`config.mk`:
```
export PLATFORM = sky130hd
export DESIGN_NAME = cse_ctrl
export DESIGN_NICKNAME = d
export VERILOG_FILES = /design/src/pkg/cse_pkg.sv /design/src/core/cse_tick.sv /design/src/core/cse_ctrl.sv
export VERILOG_INCLUDE_DIRS = /design/src /design/src/pkg
export SDC_FILE = /design/constraint.sdc
export NUM_CORES = 1
export LEC_CHECK = 0
export ABC_CLOCK_PERIOD_IN_PS = 4400
export BUFFER_PORTS_ARGS = -buffer_cell sky130_fd_sc_hd__buf_2
export CORE_MARGIN = 1
export CORE_UTILIZATION = 56
export CTS_CLUSTER_DIAMETER = 30
export CTS_CLUSTER_SIZE = 40
export DETAILED_ROUTE_END_ITERATION = 12
export HOLD_SLACK_MARGIN = 0.15
export PLACE_DENSITY = 0.94
export SYNTH_ARGS = -nofsm -noshare
export SYNTH_HDL_FRONTEND = slang
export SYNTH_SLANG_ARGS = --single-unit
```
`constraint.sdc`:
```
create_clock -name sys_clk -period 4.4 [get_ports sys_clk]
set_input_delay 0.88 -clock sys_clk [delete_from_list [all_inputs] [get_ports sys_clk]]
set_output_delay 0.88 -clock sys_clk [all_outputs]
set_load 0.1 [all_outputs]
```
`src/pkg/cse_map.svh`:
```
`ifndef CSE_MAP_SVH
`define CSE_MAP_SVH
// Register offsets (byte addresses, word aligned)
`define CSE_OFF_CTRL      4'h0
`define CSE_OFF_STATUS    4'h4
`define CSE_OFF_RESULT    4'h8
`define CSE_OFF_DECODE    4'hC
// Control fields
`define CSE_CTRL_START    0
`define CSE_CTRL_MODE     1
`define CSE_CTRL_EXT      2
// Status fields
`define CSE_STAT_BUSY     0
`define CSE_STAT_DONE     1
// Reset values
`define CSE_CTRL_RST      3'h0
`define CSE_DECODE_RST    9'h000
// Conversion length in clock pulses
`define CSE_CONV_CLOCKS   4'h9
// Settle time between conversion clocks, ns, and in sys_clk cycles
`define CSE_SETTLE_NS     40
`define CSE_CLK_MHZ       250
`define CSE_SETTLE_CYC    ((`CSE_SETTLE_NS * `CSE_CLK_MHZ + 999) / 1000)
`endif

```
`src/pkg/cse_pkg.sv`:
```
package cse_pkg;
	typedef enum logic [2:0] {
		CSE_IDLE   = 3'b000,
		CSE_SIGN   = 3'b001,
		CSE_TRIAL  = 3'b011,
		CSE_FINISH = 3'b010
	} cse_state_type;
	typedef logic [7:0] cse_code_type;
endpackage : cse_pkg

```
`src/core/cse_tick.sv`:
```
`timescale 1ns/1ps
`include "cse_map.svh"
// Conversion clock enable: one pulse every settle period while running
module cse_tick
	import cse_pkg::*;
(
	// Clock and reset
	input  wire logic sys_clk,
	input  wire logic resetn,
	// Control
	input  wire logic run,
	output logic      tick
);
	logic [7:0] count_reg;

	always_ff @(posedge sys_clk) begin
		if (!resetn || !run) begin
			count_reg <= 8'h00;
		end else if (count_reg == 8'(`CSE_SETTLE_CYC - 1)) begin
			count_reg <= 8'h00;
		end else begin
			count_reg <= count_reg + 8'h01;
		end
	end

	assign tick = run && (count_reg == 8'(`CSE_SETTLE_CYC - 1));
endmodule : cse_tick

```
`src/core/cse_ctrl.sv`:
```
`timescale 1ns/1ps
`include "cse_map.svh"
// Functional notes
// - Decode-only extended range uses encode/decode select as ninth bit.
// - Sign picks polarity, three chord bits pick chord; four step bits pick step.
// - Polarity is resolved first, before any magnitude bit.
// - First clock clears register MSB and sets all other bits to one.
// - First clock drives encode/decode select low to compare against ground.
// - Comparator passes an XOR; inverted when negative, held low for sign.
// - Magnitude code is uncomplemented for either polarity.
// - Second clock restores encode select and loads sign into MSB.
// - Conversion takes nine clocks ending with an eight-bit code.
// - Analog input is held by sample-and-hold during conversion.
module cse_ctrl
	import cse_pkg::*;
(
	// Clock and reset
	input  wire logic        sys_clk,
	input  wire logic        resetn,
	// Avalon-MM slave
	input  wire logic [3:0]  avs_address,
	input  wire logic        avs_read,
	input  wire logic        avs_write,
	input  wire logic [31:0] avs_writedata,
	input  wire logic [3:0]  avs_byteenable,
	output logic      [31:0] avs_readdata,
	output logic             avs_waitrequest,
	// Converter logic inputs
	output logic             sign_select,
	output logic [2:0]       chord_select,
	output logic [3:0]       step_select,
	output logic             encode_select,
	// Comparator and sample-and-hold
	input  wire logic        comparator_high,
	output logic             sample_hold
);
	cse_state_type state_reg;
	logic [7:0]    sar_reg;
	logic [7:0]    result_reg;
	logic [8:0]    decode_reg;
	logic [2:0]    ctrl_reg;
	logic [3:0]    clk_count_reg;
	logic          negative_reg;
	logic          encode_reg;
	logic          done_reg;
	logic          rd_pending_reg;
	logic          tick;
	logic          serial_in;
	logic          running;
	logic          start_pulse;
	logic          clear_done;

	// Position of the bit under trial after clock n
	function automatic logic [2:0] trial_pos(input logic [3:0] n);
		trial_pos = 3'(4'h8 - n);
	endfunction : trial_pos

	// --------------------------------------------------------------
	// Bus access
	// --------------------------------------------------------------
	// Reads take one wait cycle so read data come from a flip-flop
	assign avs_waitrequest = avs_read && !rd_pending_reg;
	assign start_pulse = avs_write && avs_address == `CSE_OFF_CTRL
		&& avs_byteenable[0] && avs_writedata[`CSE_CTRL_START]
		&& state_reg == CSE_IDLE;
	assign clear_done = avs_read && rd_pending_reg
		&& avs_address == `CSE_OFF_RESULT;

	always_ff @(posedge sys_clk) begin
		if (!resetn) begin
			rd_pending_reg <= 1'b0;
		end else begin
			rd_pending_reg <= avs_read && !rd_pending_reg;
		end
	end

	always_ff @(posedge sys_clk) begin
		if (!resetn) begin
			avs_readdata <= 32'h0000_0000;
		end else if (avs_read && !rd_pending_reg) begin
			unique case (avs_address)
				`CSE_OFF_CTRL:   avs_readdata <= {29'h0, ctrl_reg};
				`CSE_OFF_STATUS: avs_readdata <= {30'h0, done_reg,
					state_reg != CSE_IDLE};
				`CSE_OFF_RESULT: avs_readdata <= {24'h0, result_reg};
				`CSE_OFF_DECODE: avs_readdata <= {23'h0, decode_reg};
				default:         avs_readdata <= 32'h0000_0000;
			endcase
		end
	end

	always_ff @(posedge sys_clk) begin
		if (!resetn) begin
			ctrl_reg   <= `CSE_CTRL_RST;
			decode_reg <= `CSE_DECODE_RST;
		end else if (avs_write && avs_byteenable[0]) begin
			if (avs_address == `CSE_OFF_CTRL) begin
				ctrl_reg <= {avs_writedata[`CSE_CTRL_EXT],
					avs_writedata[`CSE_CTRL_MODE], 1'b0};
			end else if (avs_address == `CSE_OFF_DECODE) begin
				decode_reg[7:0] <= avs_writedata[7:0];
				if (avs_byteenable[1]) begin
					decode_reg[8] <= avs_writedata[8];
				end
			end
		end
	end

	// --------------------------------------------------------------
	// Conversion sequencer
	// --------------------------------------------------------------
	assign running = state_reg != CSE_IDLE;

	cse_tick u_tick (
		.sys_clk (sys_clk),
		.resetn  (resetn),
		.run     (running),
		.tick    (tick)
	);

	// Sign held low while polarity resolves, then inverts
	assign serial_in = comparator_high
		^ (negative_reg && state_reg != CSE_SIGN);

	always_ff @(posedge sys_clk) begin
		if (!resetn) begin
			state_reg     <= CSE_IDLE;
			sar_reg       <= 8'h00;
			clk_count_reg <= 4'h0;
			encode_reg    <= 1'b1;
		end else begin
			unique case (state_reg)
				CSE_IDLE: if (start_pulse) begin
					sar_reg       <= 8'h7F;
					encode_reg    <= 1'b0;
					clk_count_reg <= 4'h1;
					state_reg     <= CSE_SIGN;
				end
				CSE_SIGN: if (tick) begin
					sar_reg[7]    <= serial_in;
					sar_reg[6]    <= 1'b0;
					encode_reg    <= 1'b1;
					clk_count_reg <= 4'h2;
					state_reg     <= CSE_TRIAL;
				end
				CSE_TRIAL: if (tick) begin
					// Trial bit low, lower bits high: the converter shows
					// the top of the lower half, so a win sets the bit
					sar_reg[trial_pos(clk_count_reg)] <= serial_in;
					clk_count_reg <= clk_count_reg + 4'h1;
					if (clk_count_reg == `CSE_CONV_CLOCKS - 4'h1) begin
						state_reg <= CSE_FINISH;
					end else begin
						sar_reg[trial_pos(clk_count_reg) - 3'h1] <= 1'b0;
					end
				end
				CSE_FINISH: begin
					state_reg     <= CSE_IDLE;
					clk_count_reg <= 4'h0;
				end
			endcase
		end
	end

	// Polarity remembered so magnitude decisions flip for negatives
	always_ff @(posedge sys_clk) begin
		if (!resetn) begin
			negative_reg <= 1'b0;
		end else if (state_reg == CSE_SIGN && tick) begin
			negative_reg <= !comparator_high;
		end
	end

	always_ff @(posedge sys_clk) begin
		if (!resetn) begin
			result_reg <= 8'h00;
			done_reg   <= 1'b0;
		end else if (state_reg == CSE_FINISH) begin
			result_reg <= sar_reg;
			done_reg   <= 1'b1;                 // set wins over clear
		end else if (clear_done) begin
			done_reg   <= 1'b0;
		end
	end

	// Input frozen for the whole conversion
	assign sample_hold = running;

	// --------------------------------------------------------------
	// Converter pins
	// --------------------------------------------------------------
	always_ff @(posedge sys_clk) begin
		if (!resetn) begin
			sign_select   <= 1'b0;
			chord_select  <= 3'h0;
			step_select   <= 4'h0;
			encode_select <= 1'b0;
		end else if (running) begin
			// Encode loop: SAR bits drive the converter directly
			{sign_select, chord_select, step_select} <= sar_reg;
			encode_select <= encode_reg;
		end else begin
			// Decode: code from software; all-ones is full scale
			{sign_select, chord_select, step_select} <= decode_reg[7:0];
			// Ninth bit adds the half step in extended range
			encode_select <= ctrl_reg[2] ? decode_reg[8]
				: ctrl_reg[1];
		end
	end
endmodule : cse_ctrl

```
# == Yosys cells after proc, flatten, opt, wreduce, memory -nomap -nowiden ==
# Cells that the tools add are included.
# word_totals
in_bits,45
out_inout_bits,43
reg_bits,87
word_cells,108
# op_classes
addsub,4
n_lt_le_gt_ge,4
mux,31
bitwise_logic,4
eq_ne,13
reduce_logical,34
# op_table
operator,count
$pmux W9 S4,1
$mux W8,3
$mux W4,4
$pmux W4 S4,1
$mux W3,5
$logic_and A1 B1 Y1,13
$eq A4 B4 Y1 const B,3
$pmux W3 S4,1
$pmux W6 S2,1
$reduce_and A3 Y1,4
$reduce_and A4 Y1,3
$mux W1,9
$add A8 B1 Y8 const B,1
$and A8 B8 Y8,1
$bwmux W8,1
$eq A8 B4 Y1 const B,1
$lt A3 B4 Y1 const B,2
$ne A2 B2 Y1 const B,4
$not A8 Y8,1
$demux W1 S3,2
$eq A3 B2 Y1 const B,2
$ge A3 B1 Y1 const B,2
$pmux W2 S3,1
$reduce_bool A2 Y1,3
other kinds (17),21

# == Depth between registers and ports, before layout ==
# depth
depth_word,11
depth_mapped,9
depth_no_buf,7

# == By module ==
# A second synthesis with hierarchy kept.
# hier_totals
cells_unflattened,380
area_unflattened_um2,3109.2
# by_module_without_submodules
mod,seq_area_each_um2,area_per_inst_um2,cells_each,n_inst
cse_ctrl,1101.1,2735.1,341,1
cse_tick,160.2,374.1,39,1

# == Least setup slack after synthesis ==
# No wires, ideal clock.
# synth_timing
kind,in2out
start,input avs_read
end,output avs_waitrequest
arrival_ns,1.627
path_slack_ns,1.893
stages,2
required_ns,3.520
path_buffers,0
cell_sequence,nand2b_1 -> inv_1
# synth_via
elab_chain_len,1
# synth_lines
item,line,text
"start, declared",cse_ctrl.sv:22,"input wire logic avs_read,"
$logic_and A1 B1 Y1,cse_ctrl.sv:62,assign avs_waitrequest = avs_read && !rd_pending_reg;
"end, declared",cse_ctrl.sv:27,"output logic avs_waitrequest,"
# Every way passes these cells.

# == Worst setup path in the final report ==
# layout_timing
start,register state_reg[1]
end,output sample_hold
# layout_via
elab_chain_len,1
# layout_lines
item,line,text
"start, declared",cse_ctrl.sv:37,cse_state_type state_reg;
"start signal, assigned",cse_ctrl.sv:127,state_reg <= CSE_IDLE;
"start signal, assigned",cse_ctrl.sv:137,state_reg <= CSE_SIGN;
"start signal, assigned",cse_ctrl.sv:144,state_reg <= CSE_TRIAL;
$reduce_bool A3 Y1,cse_ctrl.sv:112,assign running = state_reg != CSE_IDLE;
"end, declared",cse_ctrl.sv:35,output logic sample_hold
# Every way passes these cells.

==> qor.yml <==
status: "finished, final reports clean"
setup-tns-final_ns: 0
ir_drop_mv: 0.344
maxSlewHeadroom: 0.288
synth_top_area_cell: "dfxtp_1"
finClkSkew_ns: 0.00833
vias_per_cell: 5.94
grt_pass1_wl_mm: 11.8
ys_seq_area_frac: 0.403
io_pins: 88
regArea_mm2: 0.00126
antenna_found_initial: 0
p_leak_nw: 1.31
whs_ns: 0.449
required_ns: 3.52
r2r_setup_slack_ns: 1.34
vias: 2887
antenna_cells: 0
setup_viol: 0
grt_max_degree: 50
nFillCells: 433
worstRegToRegCells: 6
crit_type: "flip-flop to primary output"
syn_area_per_cell_um2: 8.13
post_cts_resized: 0
grt_pass1_vias: 2619
synth_cell_types: 62
endpoint_kind: "primary output"
multi_input_area_mm2: 0.00163
reg2reg_to: "sar_reg[2]$_SDFFE_PN0P_"
min_path_type: "flip-flop to flip-flop"
rows: 26
first_pass_iters: 7
min_period_ns: 3.16
synth_top_area_share: 0.403
r2r-start: "clk_count_reg[0]$_SDFFE_PN0P_"
clockBufferDepth: 2
dp_hpwl_mm: 4.97
root_buffer: "clkbuf_8"
whs_endpoint: "avs_readdata[8]$_SDFFE_PN0P_"
startpoint_type: "flip-flop"
start_util: 0.598
wl_per_cell_um: 15.0
drtIter0Drc: 324
fin_crit_sh: 0.719
clock_sinks: 63
maxCapViolations: 0
cp_max_fo: 13
cts_setup_buffers: 0
drive_above_1_share: 0.156
min-delay-start: "avs_readdata[8]$_SDFFE_PN0P_"
synth_seq_cells: 63
slew_violations: 0
drc: 0
die_h_um: 76.8
clk_pin_slew_ns: 0.07
hold-path-cell-count: 2
drt-total-wl_mm: 7.27
port_buffers: 39
synth_warnings: 0
core-area_mm2: 0.00524
powerDensity_mw_per_mm2: 375
hold_viol_final: 0
cts_buffers: 9
syn_area_mm2: 0.00313
place_congestion: 0.932
arrival_ns: 2.28
final_nets: 461
clock_latency_ns: 0.35
async_flop_share: 0
areaGrowthSynthToFinish_pct: 9.75
ant_nets: 0
grt.total_usage: 0.255
clock.fmax_mhz: 316
rsz0062_at_grt: "false"
dieArea_mm2: 0.00590
die_w_um: 76.8
ys.flop_type: "dfxtp_1"
cts_tree: "yes"
synth_edf_count: 0
worstMarginPinSlew_ns: 1.05
yosys-top-cells-count: "dfxtp_1 (63), nand2_1 (62), a21oi_1 (38), nor2_1 (32), buf_4 (24)"
grt-ovfl-total: 0
htree_num_levels: 3
cts-hold-fix-buffers: 0
ys_top_cells_by_area: "dfxtp_1 (40%), nand2_1 (7.4%), a21oi_1 (6.1%)"
syn_inst: 385
synth.most_common_cell: "dfxtp_1"
[kinds of logic (layout without fill, tap and decap cells)]
| kind of cell | Yosys count | after routing | share of synthesized area |
|---|---|---|---|
| multiplexers | 7 | 7 | 0.0272 |
| AND/OR/NAND/NOR | 144 | 144 | 0.215 |
| adder cells (fa/ha/maj) | 4 | 4 | 0.0160 |
| XOR/XNOR | 8 | 8 | 0.0224 |
| AO/OA/AOI/OAI | 100 | 100 | 0.212 |
| other | 1 | 23 | 0.00120 |
| flip-flops | 63 | 63 | 0.403 |
| buffers and inverters | 58 | 67 | 0.103 |
[power breakdown]
part,total (W),switching [W],internal [W]
Clock,0.000545,0.000216,0.000329
Combinational,0.000166,0.000147,0.0000188
Sequential,0.000579,0.00000360,0.000576
[stage by stage]
step / cells / power, W / instance area [µm²] / worst slack [ns] / utilization
after floorplan: 407 / 0.000751 / 3210 / 1.89 / -
after global placement: 471 / 0.000754 / 3230 / 1.59 / 0.616
after detailed placement: 471 / 0.000756 / 3230 / 1.53 / 0.616
after CTS: 486 / 0.00129 / 3440 / 1.25 / 0.656
after global routing: 486 / 0.00133 / 3440 / 1.09 / 0.656
final: 486 / 0.00129 / 3440 / 1.24 / 0.656
[worst max-delay path by stage]
stage,start,end,slack (ns),cells after the start
2_1_floorplan,avs_read,avs_waitrequest,1.89,2
5_1_grt,state_reg[0]$_SDFFE_PN0P_,sample_hold,1.09,3
4_1_cts,state_reg[1]$_SDFFE_PN0P_,sample_hold,1.25,3
3_5_place_dp,clk_count_reg[0]$_SDFFE_PN0P_,sar_reg[2]$_SDFFE_PN0P_,1.53,6
6_report,state_reg[1]$_SDFFE_PN0P_,sample_hold,1.24,3
3_3_place_gp,avs_read,avs_waitrequest,1.59,4
[per-layer routing]
metal | GRT usage | part of all wire | vias up
met5 | 0 | 0 | -
met4 | 0.100 | 0.019 | 0
met3 | 0.0833 | 0.080 | 15
met2 | 0.416 | 0.50 | 149
met1 | 0.309 | 0.40 | 1353
li1 | - | - | 1370
[critical path, cell delays in order, from the launching register on]
cell and delay [ns]:
dfxtp_1 0.41, nor2_1 0.69, inv_1 0.42, buf_2 0.41
[cells in the final DEF (no fill, tap or decap), drive strengths merged, types with 4 or more instances in the layout]
cell and count:
dfxtp 63, nand2 62, buf 40, a21oi 38, nor2 32, conb 23, nand3 17, o21ai 15
nor3 11, clkbuf 11, inv 10, a31oi 8, and3 6, xor2 6, a221oi 6, o41ai 6
nand2b 4, mux2i 4, o31ai 4, ha 4, clkinv 4
[cell type report]
type,count,share of cell area
inverter,12,0.0131
sequential,63,0.367
clock buffer,11,0.0411
multi-input combinational,286,0.474
timing repair buffer,40,0.0590
clock inverter,4,0.0204
tap,70,0.0255
No activity file was read; power rests on OpenSTA's default activity.
